$ cat config.mk
export PLATFORM = sky130hd
export DESIGN_NAME = rdpc_pin_control
export DESIGN_NICKNAME = d
export VERILOG_FILES = /design/src/logic/rdpc_pkg.sv /design/src/logic/rdpc_pin_control.sv
export VERILOG_INCLUDE_DIRS = /design/src /design/src/logic
export SDC_FILE = /design/constraint.sdc
export NUM_CORES = 1
export LEC_CHECK = 0
export BUFFER_PORTS_ARGS = -buffer_cell sky130_fd_sc_hd__buf_2
export CAP_MARGIN = 40
export CORE_MARGIN = 2
export CORE_UTILIZATION = 25
export CTS_BUF_LIST = sky130_fd_sc_hd__clkbuf_8 sky130_fd_sc_hd__clkbuf_16
export DETAILED_ROUTE_END_ITERATION = 16
export PLACE_DENSITY = 0.45
export SLEW_MARGIN = 20
export SYNTH_ARGS = -nofsm -noshare
export SYNTH_HDL_FRONTEND = slang
export SYNTH_SLANG_ARGS = --single-unit
$ cat constraint.sdc
create_clock -name clk_i -period 1.6 [get_ports clk_i]
set_input_delay 0.24 -clock clk_i [delete_from_list [all_inputs] [get_ports clk_i]]
set_output_delay 0.24 -clock clk_i [all_outputs]
set_load 0.02 [all_outputs]
$ cat src/logic/rdpc_params.svh
/*
 * Offsets, field positions, reset values and timing counts of the
 * relay driver pin control block.
 * Assumes a byte-addressed register port with one 32-bit word per register.
 */
`ifndef RDPC_PARAMS_SVH
`define RDPC_PARAMS_SVH

`define RDPC_OFF_ON_CMD 8'h00
`define RDPC_OFF_MAP_A 8'h04
`define RDPC_OFF_MAP_B 8'h08
`define RDPC_OFF_MAP_PWM0 8'h0c
`define RDPC_OFF_MAP_PWM1 8'h10
`define RDPC_OFF_CTRL 8'h14
`define RDPC_OFF_PIN_LEVEL 8'h18
`define RDPC_OFF_MODE 8'h1c

`define RDPC_RST_ON_CMD 8'h00
`define RDPC_RST_MAP_A 8'h04
`define RDPC_RST_MAP_B 8'h08
`define RDPC_RST_MAP_PWM 8'h00
`define RDPC_RST_PIN_LEVEL 5'h04

`define RDPC_CTRL_RST_UNMASK 0
`define RDPC_CTRL_KILL_UNMASK 1

`define RDPC_PIN_A 0
`define RDPC_PIN_B 1
`define RDPC_PIN_KILL 2
`define RDPC_PIN_IDLE 3
`define RDPC_PIN_RST_N 4
`define RDPC_PIN_W 5

`define RDPC_CLK_PERIOD_NS 20
`define RDPC_IDLE_FLT_NS 1000
`define RDPC_IDLE_FLT_CYC \
    ((`RDPC_IDLE_FLT_NS + `RDPC_CLK_PERIOD_NS - 1) / `RDPC_CLK_PERIOD_NS)

`endif

$ cat src/logic/rdpc_pkg.sv
/*
 * Types of the relay driver pin control block.
 * Assumes the constants header is used alongside for numbers.
 */
package rdpc_pkg;

    typedef enum logic [3:0] {
        RDPC_SLEEP = 4'h1,
        RDPC_IDLE = 4'h2,
        RDPC_ACTIVE = 4'h4,
        RDPC_LIMP = 4'h8
    } rdpc_mode_type;

endpackage

$ cat src/logic/rdpc_pin_control.sv
/*
 * Pin-level control of an eight-channel load driver: channel command
 * mapping, operating mode selection from the idle and input pins, the
 * hardware reset and output-kill pins, and a pin level report.
 * Assumes pins already at logic levels (pull resistors modelled outside),
 * one 50 MHz clock and a simple strobe register port.
 */
// Behaviour
// - Out of reset input A drives channel 2, input B channel 3.
// - Each parallel input has a writable channel select register.
// - Channel command is OR of on bit, mapped PWM and mapped inputs.
// - Both input levels readable in pin report, also in limp-home.
// - Idle low with an input high enters limp-home, default channels on.
// - Idle low with both inputs low enters sleep mode.
// - Entering sleep returns every writable register to default.
// - Sleep disables both supply undervoltage detectors.
// - Sleep refuses register access and keeps serial output off.
// - Unmasked low reset pin holds reset, channels off, registers default except unmask bits.
// - Reset pin ignored until software unmasks it.
// - Unmasked high kill pin disables all channels; low leaves them.
// - Kill pin ignored until software unmasks it.
// - Kill pin level readable in pin report.
// - Open kill and reset pins read as asserted.
// - Without safety pins, unmask bits are reserved and stay zero.
`timescale 1ns/1ps
`include "rdpc_params.svh"

module rdpc_pin_control #(
    parameter int NUM_CH = 8,
    parameter int ADDR_W = 8,
    parameter bit HAS_SAFETY_PINS = 1'b1,
    parameter int IDLE_FLT_CYC = `RDPC_IDLE_FLT_CYC
) (
    input wire logic clk_i,
    input wire logic rst_n_i,
    input wire logic [ADDR_W-1:0] addr_i,
    input wire logic [31:0] wr_data_i,
    input wire logic wr_en_i,
    input wire logic rd_en_i,
    output logic [31:0] rd_data_o,
    input wire logic parallel_cmd_input_a_i,
    input wire logic parallel_cmd_input_b_i,
    input wire logic idle_pin_i,
    input wire logic hardware_reset_pin_n_i,
    input wire logic output_kill_pin_i,
    input wire logic serial_cs_n_i,
    input wire logic [1:0] pwm_gen_i,
    output logic [NUM_CH-1:0] ch_drive_o,
    output logic [3:0] mode_o,
    output logic serial_out_en_o,
    output logic uv_io_det_en_o,
    output logic uv_batt_det_en_o,
    output logic internal_reset_o
);

    localparam int CNT_W = $clog2(IDLE_FLT_CYC + 1);
    localparam logic [NUM_CH-1:0] MAP_A_DEF = NUM_CH'(`RDPC_RST_MAP_A);
    localparam logic [NUM_CH-1:0] MAP_B_DEF = NUM_CH'(`RDPC_RST_MAP_B);
    localparam logic [NUM_CH-1:0] ON_DEF = NUM_CH'(`RDPC_RST_ON_CMD);
    localparam logic [NUM_CH-1:0] PWM_DEF = NUM_CH'(`RDPC_RST_MAP_PWM);

    initial begin
        if (NUM_CH < 4 || NUM_CH > 32) begin
            $error("NUM_CH must lie in 4..32");
        end
        if (ADDR_W < 5 || ADDR_W > 8) begin
            $error("ADDR_W must lie in 5..8");
        end
        if (IDLE_FLT_CYC < 1) begin
            $error("IDLE_FLT_CYC must be at least 1");
        end
        if (`RDPC_PIN_W != 5) begin
            $error("Pin report layout expects five pins");
        end
    end

    function automatic logic reg_hit(input logic [ADDR_W-1:0] a,
                                     input logic [7:0] off);
        reg_hit = (a == ADDR_W'(off));
    endfunction

    // Every mode but sleep keeps detectors and serial port alive
    function automatic logic mode_awake(input rdpc_pkg::rdpc_mode_type m);
        mode_awake = (m != rdpc_pkg::RDPC_SLEEP);
    endfunction

    // Pin synchroniser
    logic [`RDPC_PIN_W-1:0] pin_raw;
    logic [`RDPC_PIN_W-1:0] sync1_r;
    logic [`RDPC_PIN_W-1:0] sync2_r;

    assign pin_raw = {hardware_reset_pin_n_i, idle_pin_i, output_kill_pin_i,
                      parallel_cmd_input_b_i, parallel_cmd_input_a_i};

    // two flop synchroniser
    // Reset levels match open pins: kill high, reset pin low.
    always_ff @(posedge clk_i or negedge rst_n_i) begin
        if (!rst_n_i) begin
            sync1_r <= `RDPC_RST_PIN_LEVEL;
            sync2_r <= `RDPC_RST_PIN_LEVEL;
        end else begin
            sync1_r <= pin_raw;
            sync2_r <= sync1_r;
        end
    end

    logic pin_a;
    logic pin_b;
    logic pin_kill;
    logic pin_rst_n;

    assign pin_a = sync2_r[`RDPC_PIN_A];
    assign pin_b = sync2_r[`RDPC_PIN_B];
    assign pin_kill = sync2_r[`RDPC_PIN_KILL];
    assign pin_rst_n = sync2_r[`RDPC_PIN_RST_N];

    // Idle filter: short glitches on the idle pin do not change mode
    logic idle_flt_r;
    logic [CNT_W-1:0] idle_cnt_r;

    // idle level accepted after filter time
    always_ff @(posedge clk_i or negedge rst_n_i) begin
        if (!rst_n_i) begin
            idle_flt_r <= 1'b0;
            idle_cnt_r <= '0;
        end else if (sync2_r[`RDPC_PIN_IDLE] == idle_flt_r) begin
            idle_cnt_r <= '0;
        end else if (idle_cnt_r == CNT_W'(IDLE_FLT_CYC - 1)) begin
            idle_flt_r <= sync2_r[`RDPC_PIN_IDLE];
            idle_cnt_r <= '0;
        end else begin
            idle_cnt_r <= idle_cnt_r + CNT_W'(1);
        end
    end

    // Registers
    logic [NUM_CH-1:0] on_cmd_r;
    logic [NUM_CH-1:0] input_a_channel_select_r;
    logic [NUM_CH-1:0] input_b_channel_select_r;
    logic [NUM_CH-1:0] map_pwm0_r;
    logic [NUM_CH-1:0] map_pwm1_r;
    logic rst_unmask_r;
    logic kill_unmask_r;
    rdpc_pkg::rdpc_mode_type mode_r;
    rdpc_pkg::rdpc_mode_type mode_nxt;

    logic sleep;
    logic pin_rst_act;
    logic kill_act;
    logic hold_default;
    logic bus_wr;
    logic bus_rd;

    assign sleep = ~mode_awake(mode_r);
    // open reset pin reads low, so asserted
    assign pin_rst_act = rst_unmask_r & ~pin_rst_n;
    assign kill_act = kill_unmask_r & pin_kill;
    assign hold_default = sleep | pin_rst_act;
    assign bus_wr = wr_en_i & ~sleep;
    assign bus_rd = rd_en_i & ~sleep;

    always_ff @(posedge clk_i or negedge rst_n_i) begin
        if (!rst_n_i) begin
            on_cmd_r <= ON_DEF;
            input_a_channel_select_r <= MAP_A_DEF;
            input_b_channel_select_r <= MAP_B_DEF;
            map_pwm0_r <= PWM_DEF;
            map_pwm1_r <= PWM_DEF;
        end else if (hold_default) begin
            on_cmd_r <= ON_DEF;
            input_a_channel_select_r <= MAP_A_DEF;
            input_b_channel_select_r <= MAP_B_DEF;
            map_pwm0_r <= PWM_DEF;
            map_pwm1_r <= PWM_DEF;
        end else if (bus_wr) begin
            if (reg_hit(addr_i, `RDPC_OFF_ON_CMD)) begin
                on_cmd_r <= wr_data_i[NUM_CH-1:0];
            end else if (reg_hit(addr_i, `RDPC_OFF_MAP_A)) begin
                input_a_channel_select_r <= wr_data_i[NUM_CH-1:0];
            end else if (reg_hit(addr_i, `RDPC_OFF_MAP_B)) begin
                input_b_channel_select_r <= wr_data_i[NUM_CH-1:0];
            end else if (reg_hit(addr_i, `RDPC_OFF_MAP_PWM0)) begin
                map_pwm0_r <= wr_data_i[NUM_CH-1:0];
            end else if (reg_hit(addr_i, `RDPC_OFF_MAP_PWM1)) begin
                map_pwm1_r <= wr_data_i[NUM_CH-1:0];
            end
        end
    end

    // Unmask bits survive the pin reset, else the pin would unmask itself
    // away after one cycle and could never hold reset.
    always_ff @(posedge clk_i or negedge rst_n_i) begin
        if (!rst_n_i) begin
            rst_unmask_r <= 1'b0;
            kill_unmask_r <= 1'b0;
        end else if (sleep) begin
            rst_unmask_r <= 1'b0;
            kill_unmask_r <= 1'b0;
        end else if (bus_wr && reg_hit(addr_i, `RDPC_OFF_CTRL)) begin
            rst_unmask_r <= HAS_SAFETY_PINS &
                            wr_data_i[`RDPC_CTRL_RST_UNMASK];
            kill_unmask_r <= HAS_SAFETY_PINS &
                             wr_data_i[`RDPC_CTRL_KILL_UNMASK];
        end
    end

    // Channel command
    logic [NUM_CH-1:0] cmd;
    logic [NUM_CH-1:0] limp_cmd;

    assign cmd = on_cmd_r
               | (map_pwm0_r & {NUM_CH{pwm_gen_i[0]}})
               | (map_pwm1_r & {NUM_CH{pwm_gen_i[1]}})
               | (input_a_channel_select_r & {NUM_CH{pin_a}})
               | (input_b_channel_select_r & {NUM_CH{pin_b}});

    // Limp-home ignores the select registers: the host may have failed,
    // so only the fixed default channels may come on.
    // limp-home uses default channels
    assign limp_cmd = (MAP_A_DEF & {NUM_CH{pin_a}})
                    | (MAP_B_DEF & {NUM_CH{pin_b}});

    always_comb begin
        if (idle_flt_r) begin
            mode_nxt = (|cmd) ? rdpc_pkg::RDPC_ACTIVE : rdpc_pkg::RDPC_IDLE;
        end else if (pin_a || pin_b) begin
            mode_nxt = rdpc_pkg::RDPC_LIMP;
        end else begin
            mode_nxt = rdpc_pkg::RDPC_SLEEP;
        end
    end

    always_ff @(posedge clk_i or negedge rst_n_i) begin
        if (!rst_n_i) begin
            mode_r <= rdpc_pkg::RDPC_SLEEP;
        end else begin
            mode_r <= mode_nxt;
        end
    end

    // Channel outputs
    logic [NUM_CH-1:0] drive_nxt;

    always_comb begin
        drive_nxt = '0;
        case (mode_r)
            rdpc_pkg::RDPC_ACTIVE: begin
                drive_nxt = cmd;
            end
            rdpc_pkg::RDPC_LIMP: begin
                drive_nxt = limp_cmd;
            end
            default: begin
                drive_nxt = '0;
            end
        endcase
        // pin reset and kill force off
        if (pin_rst_act || kill_act) begin
            drive_nxt = '0;
        end
    end

    always_ff @(posedge clk_i or negedge rst_n_i) begin
        if (!rst_n_i) begin
            ch_drive_o <= '0;
        end else begin
            ch_drive_o <= drive_nxt;
        end
    end

    // Mode side effects
    // Enables follow the next mode, so they drop with mode_o at sleep entry
    logic awake_nxt;

    assign awake_nxt = mode_awake(mode_nxt);

    always_ff @(posedge clk_i or negedge rst_n_i) begin
        if (!rst_n_i) begin
            mode_o <= rdpc_pkg::RDPC_SLEEP;
            uv_io_det_en_o <= 1'b0;
            uv_batt_det_en_o <= 1'b0;
            serial_out_en_o <= 1'b0;
            internal_reset_o <= 1'b0;
        end else begin
            mode_o <= mode_nxt;
            uv_io_det_en_o <= awake_nxt;
            uv_batt_det_en_o <= awake_nxt;
            // Chip select is taken raw: it only gates an output enable
            // serial output stays off in sleep
            serial_out_en_o <= ~serial_cs_n_i & awake_nxt;
            internal_reset_o <= pin_rst_act;
        end
    end

    // Read port
    // Pin report shows synchronised levels, two cycles behind the pins;
    // upper bits of every word read zero.
    logic [31:0] rd_nxt;

    always_comb begin
        rd_nxt = '0;
        if (!bus_rd) begin
            rd_nxt = '0;
        end else if (reg_hit(addr_i, `RDPC_OFF_ON_CMD)) begin
            rd_nxt[NUM_CH-1:0] = on_cmd_r;
        end else if (reg_hit(addr_i, `RDPC_OFF_MAP_A)) begin
            rd_nxt[NUM_CH-1:0] = input_a_channel_select_r;
        end else if (reg_hit(addr_i, `RDPC_OFF_MAP_B)) begin
            rd_nxt[NUM_CH-1:0] = input_b_channel_select_r;
        end else if (reg_hit(addr_i, `RDPC_OFF_MAP_PWM0)) begin
            rd_nxt[NUM_CH-1:0] = map_pwm0_r;
        end else if (reg_hit(addr_i, `RDPC_OFF_MAP_PWM1)) begin
            rd_nxt[NUM_CH-1:0] = map_pwm1_r;
        end else if (reg_hit(addr_i, `RDPC_OFF_CTRL)) begin
            rd_nxt[`RDPC_CTRL_RST_UNMASK] = rst_unmask_r;
            rd_nxt[`RDPC_CTRL_KILL_UNMASK] = kill_unmask_r;
        end else if (reg_hit(addr_i, `RDPC_OFF_PIN_LEVEL)) begin
            // live pin levels in every mode but sleep, where reads return zero
            rd_nxt[`RDPC_PIN_W-1:0] = sync2_r;
        end else if (reg_hit(addr_i, `RDPC_OFF_MODE)) begin
            rd_nxt[3:0] = mode_r;
        end
    end

    always_ff @(posedge clk_i or negedge rst_n_i) begin
        if (!rst_n_i) begin
            rd_data_o <= '0;
        end else begin
            rd_data_o <= rd_nxt;
        end
    end

endmodule

==> results of run 1 <==
state kept, by name, indices dropped and copies added (netlist names):
name	flops
sync2_r	5
idle_cnt_r	6
input_a_channel_select_r	8
kill_unmask_r	1
map_pwm0_r	8
on_cmd_r	8
map_pwm1_r	8
input_b_channel_select_r	8
rst_unmask_r	1
ch_drive_o	8
mode_o	4
rd_data_o	8
serial_out_en_o	1
internal_reset_o	1
sync1_r	5
idle_flt_r	1
uv_batt_det_en_o	1
through the flow:
step	cell area, um2	std cells
finish	5184	707
global route	5184	707
CTS	5149	707
detailed placement	4767	683
global placement	4767	683
floorplan	4035	407
cells by family after synthesis:
group                    synth area share, %
multiplexers                           8.600
buffers and inverters                  7.172
AO/OA/AOI/OAI                          12.19
XOR/XNOR                               1.111
flip-flops                             52.21
other                                0.09512
adder cells (fa/ha/maj)               0.6346
AND/OR/NAND/NOR                        17.99
area by class of cell:
type / instances / area [um2] / share of cell area, %
Tap cell: 211 / 264.0 / 5.093
Timing Repair Buffer: 116 / 818.3 / 15.79
Clock buffer: 10 / 239.0 / 4.610
Multi-Input combinational cell: 278 / 1729 / 33.36
Clock inverter: 6 / 57.56 / 1.110
Inverter: 4 / 15.01 / 0.2896
Sequential cell: 82 / 2061 / 39.75
layer usage:
layer  wire length [um]  vias to the layer above  share of wire [%]  GRT usage [%]
met2               5374                       94                 46          22.70
li1                   -                     1536                  -              -
met3                597                       13                5.1          3.220
met1               5471                     1572                 47          20.31
met4                154                        2                1.3          4.870
met5                 13                        -               0.11              0
what timing repair did:
action,4_1_cts,5_1_grt
setup endpoints to repair,2,21
hold buffers,5,1
endpoints found under the hold margin,81,1
buffers inserted,3,0
pin swaps,14,8
resized for setup,7,8
worst reg2reg max path: cells and delay by family (launching register included):
| family | cells | cell delay, ns |
|---|---|---|
| flops | 1 | 0.47 |
| simple gates | 2 | 0.43 |
| compound gates | 2 | 0.61 |
how the worst max path moves through the flow:
stage | start | end | slack (ns) | cells past startpoint
floorplan | addr_i[1] | map_pwm1_r[0]$_DFFE_PN0P_ | 0.004 | 4
global placement | sync2_r[0]$_DFF_PN0_ | mode_o[2]$_DFF_PN0_ | -0.12 | 4
detailed placement | addr_i[1] | map_pwm1_r[2]$_DFFE_PN0P_ | -0.09 | 6
CTS | sync2_r[1]$_DFF_PN0_ | mode_o[2]$_DFF_PN0_ | -0.05 | 5
global route | sync2_r[1]$_DFF_PN0_ | mode_o[2]$_DFF_PN0_ | -0.12 | 5
finish | sync2_r[0]$_DFF_PN0_ | mode_o[2]$_DFF_PN0_ | -0.03 | 4
power groups by stage:
stage               Combinational (mW)  Clock (mW)  Sequential, mW
finish                           0.503        2.06            2.16
global route                     0.558        2.21            2.17
CTS                              0.498        2.12            2.16
detailed placement               0.478           0            2.20
global placement                 0.473           0            2.20
floorplan                        0.273           0            2.20
placed cells by master (no fill, tap or decap), types with 9 or more instances in the layout:
| cell type | n |
|---|---|
| dfrtp_1 | 75 |
| o21ai_0 | 31 |
| a21oi_1 | 15 |
| nand3_1 | 25 |
| buf_4 | 54 |
| mux2i_1 | 26 |
| buf_2 | 50 |
| conb_1 | 24 |
| nand2_1 | 23 |
| clkbuf_16 | 9 |
| nor2_1 | 40 |
cell usage after synthesis (8+ instances only):
cell | instances | area (um2)
buf_4 | 25 | 187.7
dfrtp_1 | 77 | 1927
o21ai_0 | 31 | 155.2
clkbuf_1 | 13 | 48.80
nor2_1 | 40 | 150.1
a21oi_1 | 15 | 75.07
mux2i_1 | 26 | 260.3
a222oi_1 | 8 | 80.08
nand3_1 | 25 | 125.1
nand2_1 | 23 | 86.33
nor2_2 | 8 | 50.05
==> impl_metrics.ini, run 1 <==
[finish]
antennaDiodeCount = 0
syn_to_final_growth_pct = 31.48
nets = 545
utilization_pct = 33.85
nFillCells = 1604
drive_gt1_share_pct = 32.66

[routing]
wl_per_cell_um = 16.42
avgViaCountPerCell = 4.550
vias = 3217
drt_iter0_drc = 208
dr.pass1.iters = 5
drt-total-wl_mm = 11.61
drtAntennaViolNets = 0
drc_errors = 0

[power_and_ir_drop]
ir_drop_mv = 0.5296
power_frac_clock_pct = 43.6
p_total_mw = 4.731
switching_share_pct = 24.71
seqPwrFrac_pct = 45.7
p_int_mw = 3.562
p_per_area_nw_per_um2 = 912.6
p_comb_share_pct = 10.6
p_leak_nw = 2.503
power.switching_mw = 1.169

[timing]
finalHoldViolations = 0
rsz0062_at_grt = true
fin_crit_sh_pct = 101.8
worst_slack_ns = -0.02930
maxClockFrequency_mhz = 613.8
finalSetupViolations = 1
period_needed_ns = 1.629
tns_ns = -0.02930
whs_ns = 0.03636
clock_skew_ns = 0.005256
maxSlewViolCount = 0

[clock_tree]
clock_sinks = 82
tritoncts = done
cts_made_buffers = 9
insertion_delay_ns = 0.34
path_clk_slew_ns = 0.06
clock_path_buffers = 2
htree_levels = 3
cts_root_buffer = clkbuf_16

[setup_path]
reg2reg_depth = 4
critPathMaxStageDelay_ns = 0.47
r2r-end = mode_o[2]$_DFF_PN0_
r2r_start = sync2_r[0]$_DFF_PN0_
cpMaxStageDelayCell = dfrtp_2
crit_type = reg2reg
crit_chain = a222oi_1, nand2_1, or2_4, o31a_1
cp.required_ns = 1.82
start_kind = flip-flop
worstPathArrival_ns = 1.85
critPathMaxFanout = 8
regToRegSetupSlack_ns = -0.03
crit_buf_inv = 0
crit_family = compound AO/OA/AOI/OAI gates
cp-end-kind = flip-flop

[logic_synthesis]
syn_area_um2 = 3943
synth-seq-cells = 82
ys.flop_type = dfrtp_1
avgSynthCellArea_um2 = 10.27
ys_types = 47
ys_seq_area_share_pct = 52.21
async_flop_share_pct = 100.0
ys.warnings.count = 0
synth_cells = 384
synth_edf_count = 0

[global_routing]
global_route.usage.total_pct = 14.65
grt_pass1_wl_mm = 18.37
overflow = 0
antenna_found_initial = 1
grt_pass1_vias = 3215
grt_max_degree = 83

[min_path]
hold_class = in2reg
holdPathStages = 2
hold_end = serial_out_en_o$_DFF_PN0_
min_from = serial_cs_n_i

[floorplanning]
core_area_um2 = 15310
dieArea_um2 = 16790
die_w_um = 129.6
pin_count = 100
rows = 45
die_y_um = 129.6
initial_core_util_pct = 25.74

[status]
outcome = finished, violations left
violations = negative setup slack

[run]
drv_cap = 0

[placed_design]
dp_hpwl_mm = 8.514
io_buffers = 51
dp_worst_setup_slack_ns = -0.09258
place_congestion = 0.8353
(Power assumes the default switching activity.)
==> run 2, diff against run 1 <==
--- a/config.mk
+++ b/config.mk
@@ -6,7 +6,7 @@
 export SDC_FILE = /design/constraint.sdc
 export NUM_CORES = 1
 export LEC_CHECK = 0
-export BUFFER_PORTS_ARGS = -buffer_cell sky130_fd_sc_hd__buf_2
+export BUFFER_PORTS_ARGS = -buffer_cell sky130_fd_sc_hd__buf_4
 export CAP_MARGIN = 40
 export CORE_MARGIN = 2
 export CORE_UTILIZATION = 25
==> run 2 against run 1 <==
The flow still finishes with violations (negative setup slack). Worst hold slack got worse by 0.027 ns. Global-route usage shrank 0.35 points. Clock power down 11%. Maximum frequency is essentially flat. Combinational power rose by 3%. Die area is the same. Clock-buffer cell count decreased by 1. Sequential power is essentially flat. Worst setup slack about the same. Cell count down 0.14%. Critical path depth did not move. First-iteration DRC count increased by 31%.
==> impl_metrics.ini, run 2 (same netlist as run 1, synthesis figures left out) <==
[status]
outcome = finished, violations left
violations = negative setup slack

[floorplanning]
initial_core_util_pct = 25.74
die_w_um = 129.6
pin_count = 100
rows = 45
die_y_um = 129.6
core_area_um2 = 15310
dieArea_um2 = 16790

[finish]
nFillCells = 1622
antennaDiodeCount = 0
utilization_pct = 34.41
final_cell_mix = 104 x buf_4, 75 x dfrtp_1, 40 x nor2_1
drive_gt1_share_pct = 32.12
layoutNonFillerInstCount = 706
final_common_cell = buf_4
regArea_um2 = 2061
syn_to_final_growth_pct = 33.67
multiInputGateArea_um2 = 1728
final_area_um2 = 5270
nets = 544

[clock_tree]
clock_path_buffers = 2
cts_made_buffers = 9
path_clk_slew_ns = 0.06
tritoncts = done
cts_root_buffer = clkbuf_16
clock_sinks = 82
htree_levels = 3
insertion_delay_ns = 0.34

[timing]
finalSetupViolations = 1
whs_ns = 0.008922
tns_ns = -0.02937
fin_crit_sh_pct = 101.8
period_needed_ns = 1.629
clock_skew_ns = 0.005761
worst_slack_ns = -0.02937
finalHoldViolations = 0
maxSlewViolCount = 0
maxClockFrequency_mhz = 613.7
rsz0062_at_grt = true

[power_and_ir_drop]
p_per_area_nw_per_um2 = 858.9
seqPwrFrac_pct = 47.8
switching_share_pct = 25.55
p_leak_nw = 2.519
power.switching_mw = 1.156
ir_drop_mv = 0.5341
p_total_mw = 4.527
power_frac_clock_pct = 40.7
p_int_mw = 3.370
p_comb_share_pct = 11.5

[global_routing]
grt_pass1_vias = 3167
overflow = 0
global_route.usage.total_pct = 14.30
grt_max_degree = 83
antenna_found_initial = 0
grt_pass1_wl_mm = 17.95

[routing]
drc_errors = 0
vias = 3218
drt-total-wl_mm = 11.26
drt_iter0_drc = 272
avgViaCountPerCell = 4.558
wl_per_cell_um = 15.95
drtAntennaViolNets = 0
dr.pass1.iters = 7

[placed_design]
dp_worst_setup_slack_ns = -0.1390
placedInstanceArea_um2 = 4882
dp_cells = 680
dp_hpwl_mm = 8.239
io_buffers = 51
place_congestion = 0.8065

[setup_path]
critPathMaxFanout = 8
crit_type = reg2reg
reg2reg_depth = 4
start_kind = flip-flop
cp.required_ns = 1.83
worstPathArrival_ns = 1.86
cp-end-kind = flip-flop

[min_path]
hold_class = in2reg
holdPathStages = 1

[run]
drv_cap = 0
==> run 2: cell count changes in the layout (fill, tap and decap cells not counted), sizes merged <==
cell         previous run  this run
bufinv                  1         0
clkbuf                 10         9
dlygate4sd3             6         4
buf                   110       111
inv                     5         8
clkinv                  4         3
==> run 2: cell type report <==
class                   instances  share of cell area, %
flip-flops and latches         82                  39.10
repair buffers                115                  17.90
clock buffers                   9                  4.274
clock inverters                 7                 0.6410
inverters                       4                 0.2849
well taps                     211                  5.009
multi-input cells             278                  32.79
==> run 2: power by group through the flow <==
stage | clock, mW | combinational (mW) | sequential (mW)
finish | 1.84 | 0.520 | 2.16
global route | 1.99 | 0.577 | 2.17
CTS | 1.91 | 0.515 | 2.16
detailed placement | 0 | 0.498 | 2.20
global placement | 0 | 0.493 | 2.20
floorplan | 0 | 0.273 | 2.20
==> run 2: repair_timing <==
item / 4_1_cts / 5_1_grt
setup endpoints to repair: 2 / 16
setup buffers: 3 / 3
pin swaps: 6 / 5
cloned: 0 / 0
gates resized for setup: 4 / 9
hold endpoints to repair: 80 / 0
hold buffers: 4 / 0
==> run 2: path summary, 6_finish.rpt <==
check,startpoint,endpoint,slack (ns)
max,sync2_r[0]$_DFF_PN0_,mode_o[2]$_DFF_PN0_,-0.03
min,parallel_cmd_input_b_i,sync1_r[1]$_DFF_PN0_,0.009
max reg2reg,sync2_r[0]$_DFF_PN0_,mode_o[2]$_DFF_PN0_,-0.03
min reg2reg,sync1_r[3]$_DFF_PN0_,sync2_r[3]$_DFF_PN0_,0.34
max in group asynchronous,rst_n_i,mode_o[0]$_DFF_PN1_,0.75
min in group asynchronous,rst_n_i,map_pwm0_r[5]$_DFFE_PN0P_,0.45
==> run 2: layer usage <==
layer | GRT usage [%] | up-vias | share of wire, %
met5 | 0 | - | 0
met4 | 6.135 | 0 | 1.5
met3 | 2.684 | 13 | 5.2
met2 | 21.65 | 104 | 46
met1 | 19.98 | 1572 | 47
li1 | - | 1529 | -
==> run 2: worst max-delay path, stage by stage (launching register included) <==
cell      delay, ns
dfrtp_2        0.47
a222oi_1       0.34
nand2_1        0.17
or2_4          0.26
o31a_1         0.28
==> run 3, diff against run 2 <==
--- a/config.mk
+++ b/config.mk
@@ -6,6 +6,7 @@
 export SDC_FILE = /design/constraint.sdc
 export NUM_CORES = 1
 export LEC_CHECK = 0
+export ABC_AREA = 1
 export BUFFER_PORTS_ARGS = -buffer_cell sky130_fd_sc_hd__buf_4
 export CAP_MARGIN = 40
 export CORE_MARGIN = 2
@@ -13,7 +14,9 @@
 export CTS_BUF_LIST = sky130_fd_sc_hd__clkbuf_8 sky130_fd_sc_hd__clkbuf_16
 export DETAILED_ROUTE_END_ITERATION = 16
 export PLACE_DENSITY = 0.45
+export SKIP_CTS_REPAIR_TIMING = 1
 export SLEW_MARGIN = 20
 export SYNTH_ARGS = -nofsm -noshare
 export SYNTH_HDL_FRONTEND = slang
 export SYNTH_SLANG_ARGS = --single-unit
+export TNS_END_PERCENT = 100
==> run 3 against run 2 <==
The run now ends clean. Worst setup slack better by 0.15 ns. Register-to-register slack better by 0.15 ns. Critical path type unchanged. Wire length is 2.5% lower. Final area is 0.50% lower. Cell count is 11% higher. Critical endpoint is now input_b_channel_select_r[5]$_DFFE_PN0P_. Largest cell class unchanged. Worst hold slack better by 0.027 ns.
==> impl_metrics.ini, run 3 <==
[clock_tree]
insertion_delay_ns = 0.35
htree_levels = 3
cts_made_buffers = 9
clock_path_buffers = 2
cts_root_buffer = clkbuf_16
tritoncts = done
path_clk_slew_ns = 0.06
clock_sinks = 82

[logic_synthesis]
ys.flop_type = dfrtp_1
synth_fa_ha_area_share_pct = 0.6194
synth_compound_area_share_pct = 12.17
synth_cells = 472
synth.most_common_cell = nand2_1
ys_types = 36
muxShareOfSynthArea_pct = 0
yosysTopAreaCell = dfrtp_1
synthSimpleGateAreaFrac_pct = 24.78
synth_top_family_by_area = simple AND/OR/NAND/NOR gates
synth-seq-cells = 82
yosys-top-cells-count = 125 x nand2_1, 77 x dfrtp_1, 40 x inv_1, 39 x nor2_1, 34 x nand3_1
ys.warnings.count = 0
yosysTopAreaCellShare_pct = 47.69
async_flop_share_pct = 100.0
syn_area_um2 = 4040
synth_edf_count = 0
ys_seq_area_share_pct = 50.94
synth.area.top_cells = dfrtp_1 48%, nand2_1 12%, buf_4 5.0%
synth-xor-area-share_pct = 0.6504
avgSynthCellArea_um2 = 8.560

[timing]
period_needed_ns = 1.484
whs_ns = 0.03572
maxSlewViolCount = 0
finalSetupViolations = 0
fin_crit_sh_pct = 92.73
clock_skew_ns = 0.006205
rsz0062_at_grt = false
finalHoldViolations = 0
tns_ns = 0
worst_slack_ns = 0.1164
maxClockFrequency_mhz = 674.0

[power_and_ir_drop]
p_per_area_nw_per_um2 = 1043
ir_drop_mv = 0.5262
p_leak_nw = 2.638
p_total_mw = 5.468

[routing]
drc_errors = 0
vias = 3353
wl_per_cell_um = 14.04
avgViaCountPerCell = 4.288
drt-total-wl_mm = 10.98
dr.pass1.iters = 4
drtAntennaViolNets = 0
drt_iter0_drc = 203

[setup_path]
crit_chain = nand3_2, o21ai_4, buf_4, a31oi_4, buf_12, nand2_1, o21ai_1
crit_type = reg2reg
cp.required_ns = 1.83
critPathMaxStageDelay_ns = 0.54
cpMaxStageDelayCell = dfstp_2
regToRegSetupSlack_ns = 0.12
start_kind = flip-flop
cp-end-kind = flip-flop
reg2reg_depth = 7
worstPathArrival_ns = 1.71
critPathMaxFanout = 16

[min_path]
hold_class = in2reg
holdPathStages = 2

[global_routing]
global_route.usage.total_pct = 13.18
grt_max_degree = 52
grt_pass1_wl_mm = 17.57
grt_pass1_vias = 3225
overflow = 0
antenna_found_initial = 0

[finish]
nets = 615
final_cell_mix = 125 x nand2_1, 79 x buf_4, 76 x dfrtp_1
final_area_um2 = 5244
nFillCells = 1666
syn_to_final_growth_pct = 29.79
antennaDiodeCount = 0
final_common_cell = nand2_1
drive_gt1_share_pct = 24.03
utilization_pct = 33.13
layoutNonFillerInstCount = 782
regArea_um2 = 2059
multiInputGateArea_um2 = 1649

[floorplanning]
die_y_um = 131.1
core_area_um2 = 15830
pin_count = 100
dieArea_um2 = 17190
initial_core_util_pct = 25.53
die_w_um = 131.1
rows = 46

[placed_design]
io_buffers = 51
placedInstanceArea_um2 = 4825
dp_cells = 759
dp_hpwl_mm = 8.584
dp_worst_setup_slack_ns = -0.02345
place_congestion = 0.8454

[status]
outcome = finished clean

[run]
drv_cap = 0
-- run 3: changes by cell type after synthesis, moves of 8 or more --
cell,previous run,this run
nor2_2,8,0
o21ai_0,31,14
a21oi_1,15,27
a222oi_1,8,0
inv_1,4,40
o21ai_1,0,22
mux2i_1,26,0
nand3_1,25,34
clkbuf_1,13,3
nand2_1,23,125
-- run 3: area by class of cell --
| class | instances | area share [%] |
|---|---|---|
| sequential | 82 | 39.27 |
| multi-input combinational | 332 | 31.45 |
| timing repair buffer | 90 | 14.36 |
| tap | 216 | 5.154 |
| clock buffer | 9 | 4.295 |
| inverter | 46 | 3.364 |
| clock inverter | 7 | 2.100 |
-- run 3: logic make-up (layout without fill, tap and decap cells) --
kind of cell	count (synthesis)	after routing
DFF	82	82
buffers and inverters	81	152
AOI/OAI and AO/OA	81	81
other	1	24
adders and majority gates	2	2
xor gates and xnor gates	3	3
and+or+nand+nor	222	222
-- run 3: critical path, delay by kind of cell, from the launching register on --
kind / cells / cell delay [ns]
buf+inv: 2 / 0.35
compound gates: 3 / 0.28
flops: 1 / 0.54
simple gates: 2 / 0.20
-- run 3: power breakdown --
group | switching, mW | total [mW] | internal (mW)
clock network | 0.825 | 2.33 | 1.51
registers | 0.178 | 2.43 | 2.25
logic | 0.422 | 0.703 | 0.281
-- run 3: worst paths after layout --
check,from,end
setup / recovery,mode_o[0]$_DFF_PN1_,input_b_channel_select_r[5]$_DFFE_PN0P_
hold reg to reg,sync1_r[0]$_DFF_PN0_,sync2_r[0]$_DFF_PN0_
max in group asynchronous,rst_n_i,sync2_r[2]$_DFF_PN1_
min in group asynchronous,rst_n_i,ch_drive_o[4]$_DFF_PN0_
hold / removal,serial_cs_n_i,serial_out_en_o$_DFF_PN0_
setup reg to reg,mode_o[0]$_DFF_PN1_,input_b_channel_select_r[5]$_DFFE_PN0P_
-- run 3: layer usage --
| layer | share of wire, % | global-route usage (%) | up-vias |
|---|---|---|---|
| li1 | - | - | 1658 |
| met1 | 47 | 17.36 | 1582 |
| met2 | 46 | 20.70 | 97 |
| met3 | 4.7 | 3.125 | 16 |
| met4 | 2.2 | 5.737 | 0 |
| met5 | 0 | 0 | - |
